==> config.mk <==
export PLATFORM = sky130hd
export DESIGN_NAME = ppm_port
export DESIGN_NICKNAME = d
export VERILOG_FILES = /design/src/hw/ppm_pkg.sv /design/src/hw/ppm_port.sv /design/src/hw/ppm_wait_timer.sv /design/src/hw/ppm_addr_unit.sv
export VERILOG_INCLUDE_DIRS = /design/src /design/src/hw
export SDC_FILE = /design/constraint.sdc
export NUM_CORES = 1
export LEC_CHECK = 0
export BUFFER_PORTS_ARGS = -buffer_cell sky130_fd_sc_hd__buf_2
export CAP_MARGIN = 20
export CORE_MARGIN = 2
export CORE_UTILIZATION = 30
export DETAILED_ROUTE_END_ITERATION = 6
export SYNTH_ARGS = -nofsm -noshare
export SYNTH_HDL_FRONTEND = slang
export SYNTH_SLANG_ARGS = --single-unit
==> constraint.sdc <==
create_clock -name pclk -period 3.4 [get_ports pclk]
set_clock_uncertainty 0.2 [all_clocks]
set_input_delay 0.34 -clock pclk [delete_from_list [all_inputs] [get_ports pclk]]
set_output_delay 0.34 -clock pclk [all_outputs]
set_load 0.005 [all_outputs]
==> src/hw/ppm_params.svh <==
// Constants for the parallel port mode block: offsets, fields, resets, timing
`ifndef PPM_PARAMS_SVH
`define PPM_PARAMS_SVH
`define PPM_CLK_NS        5
`define PPM_TCY_NS        20
`define PPM_TCY_CLKS      (`PPM_TCY_NS / `PPM_CLK_NS)
`define PPM_OFS_MODE      12'h000
`define PPM_OFS_DATA      12'h004
`define PPM_OFS_ADDR      12'h008
`define PPM_OFS_STAT      12'h00c
`define PPM_OFS_MASK      12'h010
`define PPM_OFS_BUF       12'h020
`define PPM_MODE_RST      15'h0000
`define PPM_BUSY_BIT      15
`define PPM_IRQ_MSB       14
`define PPM_IRQ_LSB       13
`define PPM_STEP_MSB      12
`define PPM_STEP_LSB      11
`define PPM_WIDE_BIT      10
`define PPM_PORT_MSB      9
`define PPM_PORT_LSB      8
`define PPM_SETUP_MSB     7
`define PPM_SETUP_LSB     6
`define PPM_STROBE_MSB    5
`define PPM_STROBE_LSB    2
`define PPM_HOLD_MSB      1
`define PPM_HOLD_LSB      0
`define PPM_EV_XFER       0
`define PPM_EV_BUF3       1
`define PPM_SYNC_RST      13'h1c00
`define PPM_BUF3_IDX      2'h3
`endif

==> src/hw/ppm_pkg.sv <==
// Types and helper functions of the parallel port mode block
package ppm_pkg;
   typedef enum logic [1:0] {PPM_LEGACY_SLV, PPM_BUF_SLV, PPM_MASTER2, PPM_MASTER1} ppm_port_t;
   typedef enum logic [1:0] {PPM_IRQ_OFF, PPM_IRQ_EACH, PPM_IRQ_BUF3, PPM_IRQ_BUF3B} ppm_irq_t;
   typedef enum logic [1:0] {PPM_STEP_HOLD, PPM_STEP_UP, PPM_STEP_DOWN, PPM_STEP_BUF} ppm_step_t;
   typedef enum logic [1:0] {PPM_IDLE, PPM_SETUP, PPM_STROBE, PPM_HOLD} ppm_state_t;

   // Phase length in instruction cycles from a two-bit code
   function automatic logic [4:0] ppm_wait_len(input logic [1:0] code, input logic forced);
      ppm_wait_len = forced ? 5'h01 : ({3'h0, code} + 5'h01);
   endfunction : ppm_wait_len
endpackage : ppm_pkg

==> src/hw/ppm_port.sv <==
// Parallel master/slave port with mode register, wait states and APB access
//
// Contract
// RULE1: Sixteen-bit mode register clears on reset; bit 15 is read-only busy flag.
// RULE2: Interrupt select: none, end of every cycle, or buffer 3 / address 3 access.
// RULE3: Address holds, steps up or down per cycle; slave buffers auto-increment option.
// RULE4: Wide bit: one data access makes two byte transfers, else one byte.
// RULE5: Setup wait of 1 to 4 cycles before strobe; address phase equally long.
// RULE6: Strobe wait adds 0 to 15 cycles; strobe lasts one cycle at code zero.
// RULE7: Strobe code zero ignores setup and hold; hold otherwise 1 to 4 cycles.
// RULE8: Port mode field picks legacy slave, buffered slave, master 2 or master 1.
`timescale 1ns/100ps
`include "ppm_params.svh"
module ppm_port (
   input  wire logic        pclk,              // System clock, 200 MHz
   input  wire logic        presetn,           // Async reset, active low
   input  wire logic [11:0] paddr,             // APB address
   input  wire logic        psel,              // APB select
   input  wire logic        penable,           // APB enable
   input  wire logic        pwrite,            // APB direction
   input  wire logic [31:0] pwdata,            // APB write data
   output logic      [31:0] prdata,            // APB read data
   output logic             pready,            // APB ready
   output logic             pslverr,           // APB error on unmapped address
   output logic             irq,               // Level interrupt
   output logic      [10:0] pm_addr,           // Port address pins
   output logic             pm_addr_oe,        // Address pins driven
   output logic             pm_ale,            // Address phase strobe
   output logic             pm_cs,             // Chip select
   output logic             pm_rd,             // Read strobe, or direction in master 1
   output logic             pm_wr,             // Write strobe, or enable in master 1
   output logic             pm_be,             // Byte enable strobe
   output logic             pm_ctl_oe,         // Control pins driven
   output logic      [7:0]  pm_data_o,         // Data pins out
   output logic             pm_data_oe,        // Data pins driven
   input  wire logic [7:0]  pm_data_i,         // Data pins in
   input  wire logic        slave_cs_n,        // External chip select in slave mode
   input  wire logic        slave_rd_n,        // External read strobe in slave mode
   input  wire logic        slave_wr_n,        // External write strobe in slave mode
   input  wire logic [1:0]  port_address_low   // External buffer address in slave mode
);
   ppm_pkg::ppm_state_t st_r, st_nxt;
   logic [14:0] mode_r;
   logic [15:0] tx_r, rx_r;
   logic [1:0]  stat_r, mask_r, ptr_r;
   logic        go_r, dir_rd_r, lane_r;
   logic [7:0]  tx_buf [4];
   logic [7:0]  rx_buf [4];
   logic [31:0] prdata_r;
   logic [12:0] sync1_r, sync2_r;
   logic        rd_d_r, wr_d_r;
   logic [7:0]  data_o_r;
   logic        data_oe_r;
   logic [7:0]  cyc_r;

   // Field decode
   wire ppm_pkg::ppm_irq_t  irq_request_select = ppm_pkg::ppm_irq_t'(mode_r[`PPM_IRQ_MSB:`PPM_IRQ_LSB]);
   wire ppm_pkg::ppm_step_t address_step_select = ppm_pkg::ppm_step_t'(mode_r[`PPM_STEP_MSB:`PPM_STEP_LSB]);
   wire ppm_pkg::ppm_port_t port_mode = ppm_pkg::ppm_port_t'(mode_r[`PPM_PORT_MSB:`PPM_PORT_LSB]);
   wire       wide_transfer_select = mode_r[`PPM_WIDE_BIT];
   wire [1:0] setup_wait_cycles    = mode_r[`PPM_SETUP_MSB:`PPM_SETUP_LSB];
   wire [3:0] strobe_wait_cycles   = mode_r[`PPM_STROBE_MSB:`PPM_STROBE_LSB];
   wire [1:0] hold_wait_cycles     = mode_r[`PPM_HOLD_MSB:`PPM_HOLD_LSB];
   wire       master = (port_mode == ppm_pkg::PPM_MASTER2) || (port_mode == ppm_pkg::PPM_MASTER1);
   wire       busy   = master && (go_r || st_r != ppm_pkg::PPM_IDLE);
   wire       no_strobe_wait = (strobe_wait_cycles == 4'h0);
   wire [4:0] setup_len  = ppm_pkg::ppm_wait_len(setup_wait_cycles, no_strobe_wait);  // RULE5 RULE7
   wire [4:0] hold_len   = ppm_pkg::ppm_wait_len(hold_wait_cycles, no_strobe_wait);   // RULE7
   wire [4:0] strobe_len = {1'b0, strobe_wait_cycles} + 5'h01;                       // RULE6

   // APB decode
   wire       setup_ph = psel && !penable;
   wire       acc      = psel && penable;
   wire       wr_acc   = acc && pwrite;
   wire       rd_acc   = acc && !pwrite;
   wire       hit_mode = (paddr == `PPM_OFS_MODE);
   wire       hit_data = (paddr == `PPM_OFS_DATA);
   wire       hit_addr = (paddr == `PPM_OFS_ADDR);
   wire       hit_stat = (paddr == `PPM_OFS_STAT);
   wire       hit_mask = (paddr == `PPM_OFS_MASK);
   wire       hit_buf  = ({paddr[11:4], 4'h0} == `PPM_OFS_BUF) && (paddr[1:0] == 2'h0);
   wire [1:0] bidx     = paddr[3:2];
   wire       mapped   = hit_mode || hit_data || hit_addr || hit_stat || hit_mask || hit_buf;
   wire       start_wr = wr_acc && hit_data && master && !busy;
   wire       start_rd = rd_acc && hit_data && master && !busy;
   wire [31:0] rd_mux  = hit_mode ? {16'h0000, busy, mode_r} :                        // RULE1
                         hit_data ? {16'h0000, rx_r} :
                         hit_addr ? {21'h000000, pm_addr} :
                         hit_stat ? {30'h00000000, stat_r} :
                         hit_mask ? {30'h00000000, mask_r} :
                         hit_buf  ? {24'h000000, rx_buf[bidx]} : 32'h00000000;

   assign pready  = 1'b1;
   assign pslverr = acc && !mapped;
   assign prdata  = prdata_r;

   always_ff @(posedge pclk or negedge presetn) begin
      if (!presetn) begin
         prdata_r <= 32'h00000000;
      end else if (setup_ph) begin
         prdata_r <= rd_mux;
      end
   end

   // Mode register; refused while a master transfer runs
   always_ff @(posedge pclk or negedge presetn) begin
      if (!presetn) begin
         mode_r <= `PPM_MODE_RST;                                                     // RULE1
      end else if (wr_acc && hit_mode && !busy) begin
         mode_r <= pwdata[14:0];                                                      // RULE1
      end
   end

   // Sequencer
   logic       tick, done, load;
   logic [4:0] len;
   wire        two_bytes = wide_transfer_select && !lane_r;                           // RULE4
   wire        finish    = (st_r == ppm_pkg::PPM_HOLD) && done && !two_bytes;
   wire        capture   = (st_r == ppm_pkg::PPM_STROBE) && done && dir_rd_r;

   always_comb begin
      st_nxt = st_r;
      load   = 1'b0;
      len    = setup_len;
      unique case (st_r)
         ppm_pkg::PPM_IDLE: begin
            if (tick && go_r) begin
               st_nxt = ppm_pkg::PPM_SETUP;                                           // RULE5
               load   = 1'b1;
            end
         end
         ppm_pkg::PPM_SETUP: begin
            if (done) begin
               st_nxt = ppm_pkg::PPM_STROBE;                                          // RULE6
               load   = 1'b1;
               len    = strobe_len;
            end
         end
         ppm_pkg::PPM_STROBE: begin
            if (done) begin
               st_nxt = ppm_pkg::PPM_HOLD;                                            // RULE7
               load   = 1'b1;
               len    = hold_len;
            end
         end
         ppm_pkg::PPM_HOLD: begin
            if (done) begin
               st_nxt = two_bytes ? ppm_pkg::PPM_SETUP : ppm_pkg::PPM_IDLE;           // RULE4
               load   = two_bytes;
            end
         end
      endcase
   end

   ppm_wait_timer u_timer (
      .pclk    (pclk),
      .presetn (presetn),
      .load    (load),
      .len     (len),
      .tick    (tick),
      .done    (done)
   );

   always_ff @(posedge pclk or negedge presetn) begin
      if (!presetn) begin
         st_r   <= ppm_pkg::PPM_IDLE;
         lane_r <= 1'b0;
      end else begin
         st_r   <= st_nxt;
         lane_r <= (st_nxt == ppm_pkg::PPM_IDLE) ? 1'b0 : (st_r == ppm_pkg::PPM_HOLD && done) ? 1'b1 : lane_r;
      end
   end

   always_ff @(posedge pclk or negedge presetn) begin
      if (!presetn) begin
         go_r     <= 1'b0;
         dir_rd_r <= 1'b0;
         tx_r     <= 16'h0000;
      end else if (start_wr || start_rd) begin
         go_r     <= 1'b1;
         dir_rd_r <= start_rd;
         tx_r     <= start_wr ? pwdata[15:0] : tx_r;
      end else if (st_r == ppm_pkg::PPM_IDLE && tick) begin
         go_r     <= 1'b0;
      end
   end

   always_ff @(posedge pclk or negedge presetn) begin
      if (!presetn) begin
         rx_r <= 16'h0000;
      end else if (capture && lane_r) begin
         rx_r[15:8] <= sync2_r[7:0];                                                  // RULE4
      end else if (capture) begin
         rx_r[7:0] <= sync2_r[7:0];
      end
   end

   ppm_addr_unit u_addr (
      .pclk     (pclk),
      .presetn  (presetn),
      .wr_en    (wr_acc && hit_addr),
      .wr_data  (pwdata[10:0]),
      .step_en  (finish),                                                             // RULE3
      .step_sel (address_step_select),
      .addr     (pm_addr)
   );

   // Slave side: pins pass two flops before use
   wire       cs_s = sync2_r[12];
   wire       rd_s = sync2_r[11];
   wire       wr_s = sync2_r[10];
   wire [1:0] al_s = sync2_r[9:8];
   wire       slv_rd_end = !master && !cs_s && rd_s && !rd_d_r;
   wire       slv_wr_end = !master && !cs_s && wr_s && !wr_d_r;
   wire       auto_ptr = (address_step_select == ppm_pkg::PPM_STEP_BUF);
   wire [1:0] idx = (port_mode == ppm_pkg::PPM_LEGACY_SLV) ? 2'h0 : auto_ptr ? ptr_r : al_s;  // RULE8 RULE3

   always_ff @(posedge pclk or negedge presetn) begin
      if (!presetn) begin
         sync1_r <= `PPM_SYNC_RST;
         sync2_r <= `PPM_SYNC_RST;
         rd_d_r  <= 1'b1;
         wr_d_r  <= 1'b1;
      end else begin
         sync1_r <= {slave_cs_n, slave_rd_n, slave_wr_n, port_address_low, pm_data_i};
         sync2_r <= sync1_r;
         rd_d_r  <= rd_s;
         wr_d_r  <= wr_s;
      end
   end

   always_ff @(posedge pclk or negedge presetn) begin
      if (!presetn) begin
         ptr_r <= 2'h0;
      end else if (port_mode == ppm_pkg::PPM_BUF_SLV && auto_ptr && (slv_rd_end || slv_wr_end)) begin
         ptr_r <= ptr_r + 2'h1;                                                       // RULE3
      end
   end

   always_ff @(posedge pclk or negedge presetn) begin
      if (!presetn) begin
         for (int i = 0; i < 4; i++) begin
            tx_buf[i] <= 8'h00;
            rx_buf[i] <= 8'h00;
         end
      end else begin
         if (wr_acc && hit_buf) begin
            tx_buf[bidx] <= pwdata[7:0];
         end
         if (slv_wr_end) begin
            rx_buf[idx] <= sync2_r[7:0];
         end
      end
   end

   // Pins
   wire active = (st_r != ppm_pkg::PPM_IDLE);
   wire strobe = (st_r == ppm_pkg::PPM_STROBE);

   assign pm_addr_oe = master;                                                        // RULE8
   assign pm_ctl_oe  = master;
   assign pm_cs      = active;
   assign pm_ale     = (st_r == ppm_pkg::PPM_SETUP);                                  // RULE5
   assign pm_be      = strobe;
   assign pm_rd      = (port_mode == ppm_pkg::PPM_MASTER1) ? (active && dir_rd_r) : (strobe && dir_rd_r);
   assign pm_wr      = (port_mode == ppm_pkg::PPM_MASTER1) ? strobe : (strobe && !dir_rd_r);
   assign pm_data_o  = data_o_r;
   assign pm_data_oe = data_oe_r;

   always_ff @(posedge pclk or negedge presetn) begin
      if (!presetn) begin
         data_o_r  <= 8'h00;
         data_oe_r <= 1'b0;
      end else if (master) begin
         data_o_r  <= lane_r ? tx_r[15:8] : tx_r[7:0];
         data_oe_r <= active && !dir_rd_r;
      end else begin
         data_o_r  <= tx_buf[idx];
         data_oe_r <= !cs_s && !rd_s;
      end
   end

   // Events and interrupt; a new event wins over the read clear
   wire buf3_sel = (irq_request_select == ppm_pkg::PPM_IRQ_BUF3) || (irq_request_select == ppm_pkg::PPM_IRQ_BUF3B);
   wire ev_xfer  = (irq_request_select == ppm_pkg::PPM_IRQ_EACH) && (finish || slv_rd_end || slv_wr_end);  // RULE2
   wire ev_buf3  = buf3_sel && ((finish && pm_addr[1:0] == `PPM_BUF3_IDX) ||
                   ((slv_rd_end || slv_wr_end) && idx == `PPM_BUF3_IDX));                      // RULE2
   wire [1:0] ev = {ev_buf3, ev_xfer};
   wire [1:0] clr = (rd_acc && hit_stat) ? prdata_r[1:0] : 2'h0;

   always_ff @(posedge pclk or negedge presetn) begin
      if (!presetn) begin
         stat_r <= 2'h0;
         mask_r <= 2'h0;
      end else begin
         stat_r <= (stat_r & ~clr) | ev;
         mask_r <= (wr_acc && hit_mask) ? pwdata[1:0] : mask_r;
      end
   end

   assign irq = |(stat_r & mask_r);

   // Cycle count inside the current phase, for the checks below
   always_ff @(posedge pclk or negedge presetn) begin
      if (!presetn) begin
         cyc_r <= 8'h00;
      end else begin
         cyc_r <= (st_nxt != st_r) ? 8'h01 : cyc_r + 8'h01;
      end
   end

   property p_busy_read;
      @(posedge pclk) disable iff (!presetn)
         setup_ph && hit_mode && st_r != ppm_pkg::PPM_IDLE |=> prdata_r[`PPM_BUSY_BIT];
   endproperty
   a_busy_read: assert property (p_busy_read) else $error("busy not shown during a transfer"); // RULE1

   property p_irq_off;
      @(posedge pclk) disable iff (!presetn) (irq_request_select == ppm_pkg::PPM_IRQ_OFF) |-> ev == 2'h0;
   endproperty
   a_irq_off: assert property (p_irq_off) else $error("event raised with interrupts off"); // RULE2

   property p_step_up;
      @(posedge pclk) disable iff (!presetn)
         finish && address_step_select == ppm_pkg::PPM_STEP_UP && !(wr_acc && hit_addr)
         |=> pm_addr == $past(pm_addr) + 11'h001;
   endproperty
   a_step_up: assert property (p_step_up) else $error("address did not step up"); // RULE3

   property p_wide;
      @(posedge pclk) disable iff (!presetn) finish |-> lane_r == wide_transfer_select;
   endproperty
   a_wide: assert property (p_wide) else $error("wrong byte count per access"); // RULE4

   property p_setup_len;
      @(posedge pclk) disable iff (!presetn)
         (st_r == ppm_pkg::PPM_SETUP && st_nxt != st_r) |-> int'(cyc_r) == int'(setup_len) * `PPM_TCY_CLKS;
   endproperty
   a_setup_len: assert property (p_setup_len) else $error("setup phase length wrong"); // RULE5

   property p_strobe_len;
      @(posedge pclk) disable iff (!presetn)
         (st_r == ppm_pkg::PPM_STROBE && st_nxt != st_r) |-> int'(cyc_r) == int'(strobe_len) * `PPM_TCY_CLKS;
   endproperty
   a_strobe_len: assert property (p_strobe_len) else $error("strobe length wrong"); // RULE6

   property p_hold_len;
      @(posedge pclk) disable iff (!presetn)
         (st_r == ppm_pkg::PPM_HOLD && st_nxt != st_r) |->
         int'(cyc_r) == (no_strobe_wait ? 1 : int'(hold_wait_cycles) + 1) * `PPM_TCY_CLKS;
   endproperty
   a_hold_len: assert property (p_hold_len) else $error("hold length wrong"); // RULE7

   property p_slave_pins;
      @(posedge pclk) disable iff (!presetn) !master |-> !pm_ctl_oe && !pm_addr_oe && !pm_cs;
   endproperty
   a_slave_pins: assert property (p_slave_pins) else $error("master pins driven in slave mode"); // RULE8
endmodule : ppm_port

==> src/hw/ppm_wait_timer.sv <==
// Instruction-cycle divider and wait-state phase counter
`timescale 1ns/100ps
`include "ppm_params.svh"
module ppm_wait_timer (
   input  wire logic       pclk,     // System clock
   input  wire logic       presetn,  // Async reset, active low
   input  wire logic       load,     // Start a phase, only on a tick
   input  wire logic [4:0] len,      // Phase length in instruction cycles
   output logic            tick,     // One-cycle instruction-cycle enable
   output logic            done      // Last tick of the running phase
);
   localparam logic [7:0] DIV_MAX = 8'(`PPM_TCY_CLKS - 1);

   logic [7:0] div_r;
   logic [4:0] cnt_r;

   assign tick = (div_r == DIV_MAX);
   assign done = tick && (cnt_r == 5'h01);

   always_ff @(posedge pclk or negedge presetn) begin
      if (!presetn) begin
         div_r <= 8'h00;
      end else begin
         div_r <= tick ? 8'h00 : div_r + 8'h01;
      end
   end

   always_ff @(posedge pclk or negedge presetn) begin
      if (!presetn) begin
         cnt_r <= 5'h00;
      end else if (load) begin
         cnt_r <= len;
      end else if (tick && cnt_r != 5'h00) begin
         cnt_r <= cnt_r - 5'h01;
      end
   end
endmodule : ppm_wait_timer

==> src/hw/ppm_addr_unit.sv <==
// Port address register with automatic step after each cycle
`timescale 1ns/100ps
module ppm_addr_unit (
   input  wire logic              pclk,      // System clock
   input  wire logic              presetn,   // Async reset, active low
   input  wire logic              wr_en,     // Software write of the address
   input  wire logic [10:0]       wr_data,   // Address written by software
   input  wire logic              step_en,   // End of a read/write cycle
   input  ppm_pkg::ppm_step_t     step_sel,  // Step mode
   output logic      [10:0]       addr       // Current port address
);
   logic [10:0] addr_nxt;

   assign addr_nxt = wr_en ? wr_data :
                     (step_en && step_sel == ppm_pkg::PPM_STEP_UP)   ? addr + 11'h001 :
                     (step_en && step_sel == ppm_pkg::PPM_STEP_DOWN) ? addr - 11'h001 : addr;

   always_ff @(posedge pclk or negedge presetn) begin
      if (!presetn) begin
         addr <= 11'h000;
      end else begin
         addr <= addr_nxt;
      end
   end
endmodule : ppm_addr_unit

Word-level counts from Yosys, hierarchy flattened
Index checks and enable logic that the tools add are counted.

word-level totals
  input bits = 62
  word-level logic and storage cells = 210
  bits in registers = 215
  output and inout bits = 62

cells by class
  reduce and logical (&&, ||, !) cells = 90
  eq/ne operators = 21
  mux-type cells = 51
  bitwise operators = 7
  add/subtract/negate cells = 8
  order comparisons = 4

operators by type and width
  kind                                                count
  two-way mux 8 bit                                   12
  bitwise mux 32 bit                                  2
  logical AND 1 bit                                   49
  two-way mux 11 bit                                  4
  binary-select mux 8 bit (select 2 bit)              2
  demux 8 bit (select 2 bit)                          2
  two-way mux 16 bit                                  2
  == test 12 x 4 -> 1 bit, second input constant      2
  == test 2 bit, second input constant                10
  == test 8 x 2 -> 1 bit, second input constant       2
  two-way mux 5 bit                                   3
  two-way mux 2 bit                                   7
  logical OR 1 bit                                    13
  == test 12 x 3 -> 1 bit, second input constant      1
  == test 12 x 5 -> 1 bit, second input constant      1
  zero test 1 bit                                     12
  zero test 12 bit                                    1
  adder 11 x 1 -> 11 bit, second input constant       1
  two-way mux 1 bit                                   11
  subtractor 11 x 1 -> 11 bit, second input constant  1
  case mux 5 bit (2 select lines)                     1
  two-way mux 3 bit                                   3
  adder 8 x 1 -> 8 bit, second input constant         1
  == test 2 x 1 -> 1 bit, second input constant       4
  21 further kinds                                    34

Longest topological paths before layout
Gate-level depths: netlist of the first run.

  depth after elaboration = 11
  depth in mapped cells = 14
  mapped depth without buffers = 14

Hierarchy
Synthesis of the first run repeated with hierarchy kept, for this count alone.

unflattened totals
  cell total of the unflattened synthesis = 824
  area, all modules = 9902.0 um^2

by module, submodules not included
  module          area an instance (um^2)  cells an instance  seq. area each (um^2)  instances
  ppm_port        8212.9                   642                4389.2                 1
  ppm_addr_unit   987.2                    116                275.3                  1
  ppm_wait_timer  701.9                    66                 325.3                  1

Least setup slack after synthesis of the first run
Ideal clock, no wire load.

  path kind = flip-flop to flip-flop
  from = reg u_timer.cnt_r[1]
  to = reg u_addr.addr[10]
  path buffers = 0
  path slack = -0.189 ns
  stages on the path, launching flop included = 14
  library setup time = 0.130 ns
  required time = 3.070 ns
  clock period less this slack = 3.589 ns
  data arrival time = 3.259 ns
  path through = dfrtp_1 inv_1 ha_1 nor4b_1 and4bb_2 nand4b_1 ha_1 nor2b_1 o31a_1 o2111ai_1 a21oi_1 o21ai_1 xor2_1 o21ai_1

between the ends
  longest elaborated chain between the ends = 7
  elaborated cells on any way between the ends = 9
  classes of those cells = eq/ne (1); mux (2); reduce/logical (6)

RTL lines
  what                                RTL line              source
  from (decl)                         ppm_wait_timer.sv:15  logic [4:0] cnt_r;
  from (signal assigned)              ppm_wait_timer.sv:32  cnt_r <= len;
  from (signal assigned)              ppm_wait_timer.sv:34  cnt_r <= cnt_r - 5'h01;
  == test 5 x 1 -> 1 bit (*)          ppm_wait_timer.sv:18  assign done = tick && (cnt_r == 5'h01);
  logical AND 1 bit (*)               ppm_wait_timer.sv:18
  logical AND 1 bit (*) (2 in a row)  ppm_port.sv:118       wire finish = (st_r == ppm_pkg::PPM_HOLD) && done && !two_bytes;
  logical AND 1 bit                   ppm_addr_unit.sv:15   (step_en && step_sel == ppm_pkg::PPM_STEP_UP) ? addr + 11'h001 :
  two-way mux 11 bit                  ppm_addr_unit.sv:15
  two-way mux 11 bit                  ppm_addr_unit.sv:14   assign addr_nxt = wr_en ? wr_data :
  to (signal assigned)                ppm_addr_unit.sv:22   addr <= addr_nxt;
  to (decl)                           ppm_addr_unit.sv:10   output logic [10:0] addr

Every way passes the cells marked *; elsewhere a longest branch is shown, timed or not.
A chain may end at the register's enable or synchronous reset.

Worst setup path in the final report of the first run
  from = reg u_timer.div_r[7]
  to = reg u_addr.addr[10]

between the ends
  longest elaborated chain between the ends = 7
  elaborated cells on any way between the ends = 9
  classes of those cells = eq/ne (1); mux (2); reduce/logical (6)

RTL lines
  what                                RTL line              source
  from (decl)                         ppm_wait_timer.sv:14  logic [7:0] div_r;
  from (signal assigned)              ppm_wait_timer.sv:24  div_r <= tick ? 8'h00 : div_r + 8'h01;
  == test 8 x 2 -> 1 bit (*)          ppm_wait_timer.sv:17  assign tick = (div_r == DIV_MAX);
  logical AND 1 bit (*)               ppm_wait_timer.sv:18
  logical AND 1 bit (*) (2 in a row)  ppm_port.sv:118
  logical AND 1 bit                   ppm_addr_unit.sv:15
  two-way mux 11 bit                  ppm_addr_unit.sv:15
  two-way mux 11 bit                  ppm_addr_unit.sv:14

Marked as above.

==> results of run 1 <==
## registers in the layout, indices dropped and copies added, names as in the netlist, 2 cells and up
signal and cells:
u_timer.div_r 8, tx_buf 32, rx_r 16, st_r 2, u_addr.addr 11, rx_buf 32, mode_r 15, prdata 16
tx_r 16, pm_data_o 8, mask_r 2, ptr_r 2, stat_r 2, u_timer.cnt_r 5, sync2_r 13, sync1_r 13
## metrics by stage
step	TNS [ns]	util	power [uW]	instance area, sq um	hold slack [ns]
final	0	0.369	4840	11300	0.0527
after global routing	-0.0651	0.369	5050	11300	0.0494
after CTS	0	0.366	4890	11200	0.0317
after detailed placement	0	0.338	2760	10400	0.135
after global placement	0	0.338	2760	10400	0.132
after floorplan	-0.0600	-	2630	9430	-0.156
## area by class of cell
type / count / area (sq um) / share of cell area
inverters: 19 / 71.3 / 0.00629
repair buffers: 141 / 927 / 0.0818
multi-input cells: 525 / 4230 / 0.373
diodes: 1 / 2.50 / 0.000221
flip-flops and latches: 199 / 4990 / 0.440
clock buffers: 19 / 453 / 0.0400
well taps: 396 / 495 / 0.0437
clock inverters: 13 / 160 / 0.0141
## routing by layer
metal  part of all wire  vias up  track usage
li1                   -     3012            -
met1               0.47     3285        0.210
met2               0.47      165        0.238
met3              0.038       35       0.0263
met4              0.022        0       0.0510
met5                  0        -            0
## cells in the final DEF, fill, tap and decap left out, drive strengths merged, types with 21 or more instances in the layout
cell	count
a21oi	31
buf	118
dfrtp	191
dlygate4sd3	22
ha	21
inv	24
mux2	114
mux2i	29
nand2	65
nor2	37
o21ai	44
## final timing paths
path | start | end | slack (ns) | cells after the start
worst max-delay path | u_timer.div_r[7] | u_addr.addr[10] | 0.09 | 12
worst min-delay path | pwdata[2] | u_addr.addr[2] | 0.05 | 3
worst max register to register | u_timer.div_r[7] | u_addr.addr[10] | 0.09 | 12
worst min register to register | sync1_r[6] | sync2_r[6] | 0.15 | 0
max in group asynchronous | presetn | u_timer.div_r[4] | 2.02 | 3
min in group asynchronous | presetn | prdata[0] | 0.23 | 2
## worst reg2reg max path, stage by stage, from the launching register on
cell	delay [ns]
dfrtp_1	0.40
or4_4	0.55
and4bb_2	0.33
nand4b_1	0.15
buf_6	0.20
ha_4	0.25
nor2b_4	0.13
o31a_1	0.27
o2111ai_1	0.22
and3_1	0.18
o21ai_1	0.08
xor2_1	0.19
o21ai_1	0.11
## logic make-up (layout without fill, tap and decap cells)
group,after synthesis,count (layout),share of synthesized area
DFF,199,199,0.533
and+or+nand+nor,175,175,0.0977
muxes,151,151,0.187
AOI/OAI and AO/OA,139,139,0.0982
buffers and inverters,62,192,0.0334
adders and majority gates,22,22,0.0302
xor gates and xnor gates,21,21,0.0196
other,2,18,0.000802
## timing repair
action	4_1_cts	5_1_grt
endpoints found under the setup margin	2	5
gates resized for setup	2	17
endpoints found under the hold margin	76	0
pin swaps	0	6
gates cloned	0	1
buffers inserted	0	1
hold buffers	22	0
## power breakdown
group          leakage [uW]  internal (uW)  switching, uW
Combinational       0.00229            118            154
Clock              0.000301           1150            956
Sequential          0.00263           2420           45.0
Total               0.00522           3690           1150
==> reports/qor.yml, run 1 <==
p_per_area_nw_per_um2: 427
seq_area_frac_synth: 0.533
grt_pass1_vias: 6517
port_buffers: 90
grt_pass1_wl_um: 38100
period_minus_slack_ns: 3.31
stdcell_count: 1313
crit_fanout: 6
ys_types: 67
synth.avg_cell_area_sq_um: 12.1
synth_flop_cell: "dfrtp_1"
slew_headroom: 0.501
synthCells: 771
gr-usage-all-layers: 0.151
rsz0062_at_grt: "yes"
antenna_found_initial: 2
hp-class: "input port to register"
routabilityCongestion: 0.819
worstPathArrival_ns: 3.47
drc: 0
setup_viol: 0
path_delay_family: "simple AND/OR/NAND/NOR gates"
crit_type: "register to register"
dieHeight_um: 181
viasPerCell: 4.95
synth_edf_count: 0
wire_per_inst_um: 18.3
clock_sinks: 199
row_count: 64
drt-initial-drc-count: 462
p_leak_uw: 0.00522
netlist_top_cells_area: "dfrtp_1 51%, mux2_2 14%, mux2i_1 3.1%, ha_1 2.8%, nand2_1 2.5%"
ir_worst_vdd_mv: 0.253
critPathSlowestCell: "or4_4"
routed_wl_um: 24100
cp-end-kind: "register"
root_buffer: "clkbuf_16"
cpPeakStageDelay_ns: 0.55
grt-ovfl-total: 0
die_x_um: 181
final_antenna_net_count: 0
yosysTopAreaCellShare: 0.510
start_util: 0.305
dieArea_sq_um: 32600
final.period_utilization: 0.973
synth.most_common_cell: "dfrtp_1"
max_freq_mhz: 302
drive_above_1_share: 0.347
ys_async_sr_fraction: 1.00
maxCapViolations: 0
cp_num_buf_inv: 1
required_ns: 3.57
synth_area_sq_um: 9370
cts_tree: "built"
maxSlewViolCount: 0
dp_hpwl_um: 17400
hold_viol: 0
synthToLayoutAreaGrowth_pct: 21.0
worst_slew_pin_slew_ns: 0.745
grt_max_degree: 75
cts_buffer_depth: 2
cp_cell_sequence: "or4_4, and4bb_2, nand4b_1, buf_6, ha_4, nor2b_4, o31a_1, o2111ai_1, and3_1, o21ai_1, xor2_1, o21ai_1"
clock_insertion_delay_worst_skew_ns: 0.44
critPathLaunchType: "register"
firstDrtPassIters: 5
nets: 987
setup_ws_ns: 0.0930
netlist_top_cells_count: "191 x dfrtp_1, 114 x mux2_2, 62 x nand2_1"
clk_pin_slew_ns: 0.08
vias: 6497
yosysTopAreaCell: "dfrtp_1"
coreArea_sq_um: 30700
status: "finished clean"
fillers: 2987
cts_made_buffers: 17
synth_seq_cells: 199
htreeDepth: 4
pre_cts_ws_ns: 0.0107
crit_path_frequent_cell: "o21ai_1"
ys.warnings.count: 0
io_pins: 124
dp_cells: 1256
Note: power is estimated with default switching activity, not from simulation.
==> run 2: changes to the inputs <==
- HOLD_SLACK_MARGIN: unset -> 0.1
==> reports/qor.yml, run 2 (synthesis gave the netlist of run 1 again) <==
status: "finished clean"
gr-usage-all-layers: 0.151  # +0.000391
vias: 6510  # +0.20%
critPathSlowestCell: "or4_4"
top_usage_layer: "met2"
crit_type: "register to register"
path_delay_family: "simple AND/OR/NAND/NOR gates"
switching_share: 0.239  # about the same
pwr-share-clk: 0.434  # about the same
crit_fanout: 6  # unchanged
hold_viol: 0  # unchanged
critPathLaunchType: "register"
clock_sinks: 199  # unchanged
firstDrtPassIters: 4  # -1
pre_cts_ws_ns: 0.0107  # unchanged
clk_pin_slew_ns: 0.08  # about the same
multiInputGateArea_sq_um: 4230  # unchanged
p_leak_uw: 0.00525  # +0.72%
routed_wl_um: 24100  # about the same
cp-end-kind: "register"
hold_depth: 0  # -3
cpPeakStageDelay_ns: 0.55  # about the same
cts_made_buffers: 17  # unchanged
crit_cells: 12  # unchanged
dp_cells: 1256  # unchanged
dieArea_sq_um: 32600  # unchanged
worst_slew_pin_slew_ns: 0.721  # -0.0242 ns
setup_viol: 0  # unchanged
grt_use_met3: 0.0265  # +0.000202
cts_tree: "built"
drt-initial-drc-count: 452  # -2.2%
regArea_sq_um: 4990  # unchanged
cp_num_buf_inv: 1  # unchanged
fillers: 2980  # -0.23%
clock_insertion_delay_worst_skew_ns: 0.44  # about the same
final_util: 0.372  # +0.00294
dp_hpwl_um: 17400  # unchanged
viasPerCell: 4.92  # -0.48%
grt_max_degree: 75  # unchanged
pwr-share-comb: 0.058  # +0.002
nets: 996  # +0.91%
total_power_uw: 4850  # +0.19%
grt_pass1_wl_um: 38300  # +0.42%
hp-class: "register to register"
wire_per_inst_um: 18.2  # -0.59%
required_ns: 3.51  # -0.06 ns
seq_power_share: 0.508  # about the same
routabilityCongestion: 0.819  # unchanged
start_util: 0.305  # unchanged
root_buffer: "clkbuf_16"
p_per_area_nw_per_um2: 425  # -0.60%
port_buffers: 90  # unchanged
mostFrequentLayoutCell: "dfrtp_1"
ir_worst_vdd_mv: 0.254  # about the same
layout_common_cells: "191 x dfrtp_1, 114 x mux2_2, 90 x buf_2, 62 x nand2_1, 36 x o21ai_0"
synthToLayoutAreaGrowth_pct: 21.9
grt_use_met1: 0.210  # +0.000388
p_sw_uw: 1160  # +0.23%
period_minus_slack_ns: 3.31  # +0.000462 ns
drive_above_1_share: 0.344  # -0.00338
stdcell_count: 1322  # +0.69%
drc: 0  # unchanged
io_pins: 124  # unchanged
ff2ff_path_depth: 12  # unchanged
setup_ws_ns: 0.0925  # -0.000462 ns
crit_path_frequent_cell: "o21ai_1"
dieHeight_um: 181  # unchanged
die_x_um: 181  # unchanged
maxCapViolations: 0  # unchanged
grt-ovfl-total: 0  # unchanged
use_met2: 0.238  # +0.000760
maxSlewViolCount: 0  # unchanged
grt_pass1_vias: 6562  # +0.69%
max_freq_mhz: 302  # about the same
cts_buffer_depth: 2  # unchanged
coreArea_sq_um: 30700  # unchanged
antenna_found_initial: 2  # unchanged
final.period_utilization: 0.973  # about the same
rsz0062_at_grt: "yes"
cp_cell_sequence: "or4_4, and4bb_2, nand4b_1, buf_6, ha_4, nor2b_4, o31a_1, o2111ai_1, and3_1, o21ai_1, xor2_1, o21ai_1"
top_regs: "rx_buf (32), tx_buf (32)"
slew_headroom: 0.517  # +0.0162
worstPathArrival_ns: 3.42  # -0.05 ns
final_antenna_net_count: 0  # unchanged
power.internal_uw: 3690  # +0.18%
row_count: 64  # unchanged
htreeDepth: 4  # unchanged
-- run 2: worst register-to-register path, stage by stage (launching register included) --
cell and delay [ns]:
dfrtp_1 0.40, or4_4 0.55, and4bb_2 0.33, nand4b_1 0.15, buf_6 0.19, ha_4 0.25, nor2b_4 0.13, o31a_1 0.27
o2111ai_1 0.22, and3_1 0.18, o21ai_1 0.08, xor2_1 0.18, o21ai_1 0.07
-- run 2: metal layers --
metal	share of wire	wire length (um)
met5	0	0
met4	0.022	530
met3	0.040	974
met2	0.47	11200
met1	0.47	11400
-- run 2: final timing paths --
| path | start | end | slack, ns |
|---|---|---|---|
| min in group asynchronous | presetn | sync1_r[8] | 0.23 |
| worst max-delay path | u_timer.div_r[7] | u_addr.addr[10] | 0.09 |
| worst min register to register | sync1_r[6] | sync2_r[6] | 0.15 |
| worst max register to register | u_timer.div_r[7] | u_addr.addr[10] | 0.09 |
| max in group asynchronous | presetn | tx_buf[4] | 2.02 |
| worst min-delay path | sync1_r[6] | sync2_r[6] | 0.15 |
-- run 2: final cells by class --
type,count,share of cell area
Timing Repair Buffer,150,0.0891
Multi-Input combinational cell,525,0.370
Sequential cell,199,0.437
Clock inverter,13,0.0140
Tap cell,396,0.0434
Antenna cell,1,0.000219
Clock buffer,19,0.0397
Inverter,19,0.00625
-- run 2: what timing repair did --
action	4_1_cts	5_1_grt
hold endpoints to repair	118	0
hold buffers	31	0
setup buffers	0	1
endpoints found under the setup margin	2	5
resized for setup	2	17
pin swaps	0	6
gates cloned	0	1
-- run 2: power by group through the flow --
stage                     clock (uW)  sequential, uW  combinational (uW)
after floorplan                    0            2500                 129
after global placement             0            2510                 251
after detailed placement           0            2510                 254
after CTS                       2160            2460                 283
after global routing            2270            2470                 314
final                           2100            2470                 281
-- run 2: through the flow --
step,setup TNS (ns),hold slack (ns),cell area [sq um]
finish,0,0.147,11400
global route,-0.0651,0.154,11400
CTS,0,0.151,11300
detailed placement,0,0.135,10400
global placement,0,0.132,10400
floorplan,-0.0600,-0.156,9430
==> run 3: changes to the inputs <==
- PLACE_DENSITY: unset -> 0.47
==> reports/qor.yml, run 3 (synthesis gave the netlist of run 1 again) <==
dieHeight_um: 181  # unchanged
slew_headroom: 0.488  # -0.0292
firstDrtPassIters: 6  # +2
crit_fanout: 6  # unchanged
clock_sinks: 199  # unchanged
clk_pin_slew_ns: 0.09  # about the same
hold_viol: 0  # unchanged
cts_made_buffers: 17  # unchanged
start_util: 0.305  # unchanged
top_regs: "rx_buf (32), tx_buf (32)"
hp-class: "input port to register"
layout_common_cells: "191 x dfrtp_1, 114 x mux2_2, 89 x buf_2, 62 x nand2_1, 36 x o21ai_0"
startpoint: "u_timer.div_r[5]"
port_buffers: 90  # unchanged
final_antenna_net_count: 0  # unchanged
drt-initial-drc-count: 355  # -21%
routed_wl_um: 25300  # +4.9%
coreArea_sq_um: 30700  # unchanged
worst_slew_pin_slew_ns: 0.768  # +0.0470 ns
cts_buffer_depth: 2  # unchanged
top_usage_layer: "met2"
synthToLayoutAreaGrowth_pct: 22.2
maxCapViolations: 0  # unchanged
htreeDepth: 4  # unchanged
clock_insertion_delay_worst_skew_ns: 0.45  # about the same
worstPathArrival_ns: 3.35  # -0.07 ns
period_minus_slack_ns: 3.22  # -0.0852 ns
dp_cells: 1258  # +0.16%
min_from: "pwdata[1]"
p_per_area_nw_per_um2: 425  # about the same
wire_per_inst_um: 19.0  # +4.4%
viasPerCell: 4.85  # -1.4%
grt_use_met3: 0.0329  # +0.00647
die_x_um: 181  # unchanged
status: "finished clean"
io_pins: 124  # unchanged
reg2reg_from: "u_timer.div_r[5]"
whs_ns: 0.109  # -0.0373 ns
mostFrequentLayoutCell: "dfrtp_1"
drc: 0  # unchanged
final.period_utilization: 0.948  # -0.0250
p_leak_uw: 0.00528  # +0.57%
grt_use_met1: 0.215  # +0.00500
total_power_uw: 4870  # +0.31%
drive_above_1_share: 0.347  # +0.00315
grt_pass1_vias: 6663  # +1.5%
critPathLaunchType: "register"
dieArea_sq_um: 32600  # unchanged
grt_pass1_wl_um: 39600  # +3.4%
tns_ns: 0  # unchanged
antenna_found_initial: 1  # -1
required_ns: 3.52  # about the same
gr-usage-all-layers: 0.159  # +0.00756
use_met2: 0.258  # +0.0198
cts_tree: "built"
fillers: 3031  # +1.7%
root_buffer: "clkbuf_16"
setup_viol: 0  # unchanged
dp_hpwl_um: 18100  # +4.3%
grt-ovfl-total: 0  # unchanged
ir_worst_vdd_mv: 0.226  # -11%
row_count: 64  # unchanged
crit_type: "register to register"
stdcell_count: 1328  # +0.45%
cp-end-kind: "register"
nets: 1002  # +0.60%
max_freq_mhz: 310  # +2.6%
grt_max_degree: 87  # +16%
routabilityCongestion: 0.809  # -1.2%
vias: 6445  # -1.0%
maxSlewViolCount: 0  # unchanged
## run 3: final timing paths
kind                            slack [ns]        endpoint  depth (start not counted)
worst max-delay path                  0.18  u_addr.addr[9]                         12
worst min-delay path                  0.11  u_addr.addr[1]                          3
worst max register to register        0.18  u_addr.addr[9]                         12
worst min register to register        0.15      sync2_r[0]                          0
max in group asynchronous             1.77  u_addr.addr[1]                          3
min in group asynchronous             0.31      sync1_r[9]                          2
## run 3: layout make-up
| class | count | area, sq um | share of cell area |
|---|---|---|---|
| Sequential cell | 199 | 4990 | 0.436 |
| Multi-Input combinational cell | 525 | 4220 | 0.368 |
| Timing Repair Buffer | 156 | 1050 | 0.0914 |
| Tap cell | 396 | 495 | 0.0433 |
| Clock buffer | 17 | 425 | 0.0372 |
| Clock inverter | 15 | 201 | 0.0176 |
| Inverter | 19 | 71.3 | 0.00623 |
| Antenna cell | 1 | 2.50 | 0.000219 |
## run 3: stage by stage
stage,util,setup WS (ns),instance area [sq um]
4_1_cts,0.369,0.0447,11300
2_1_floorplan,-,-0.0572,9430
3_3_place_gp,0.338,-0.00112,10400
3_5_place_dp,0.338,0.0143,10400
6_report,0.373,0.178,11400
5_1_grt,0.373,-0.0159,11400
## run 3: timing repair
action,in CTS,in global routing
endpoints found under the hold margin,115,0
pin swaps,0,10
setup endpoints to repair,2,5
hold buffers,30,0
gates resized for setup,3,14
setup buffers,0,7
## run 3: metal layers
metal,share of wire,vias to the layer above
met1,0.48,3264
li1,-,3059
met3,0.034,17
met2,0.48,105
met5,0,-
met4,0.014,0
## run 3: where the power goes
group | total [uW] | switching (uW) | internal, uW
clock | 2120 | 1090 | 1030
sequential | 2460 | 42.7 | 2420
combinational | 286 | 160 | 126
## run 3: critical path, cell delays in order, from the launching register on
cell	delay (ns)
dfrtp_1	0.38
or4_4	0.54
and4bb_2	0.32
nand4b_1	0.11
buf_6	0.17
ha_1	0.30
a211oi_2	0.22
o21ai_1	0.12
a21oi_1	0.19
o21ai_0	0.11
a21oi_1	0.17
xor2_1	0.17
o21ai_0	0.10
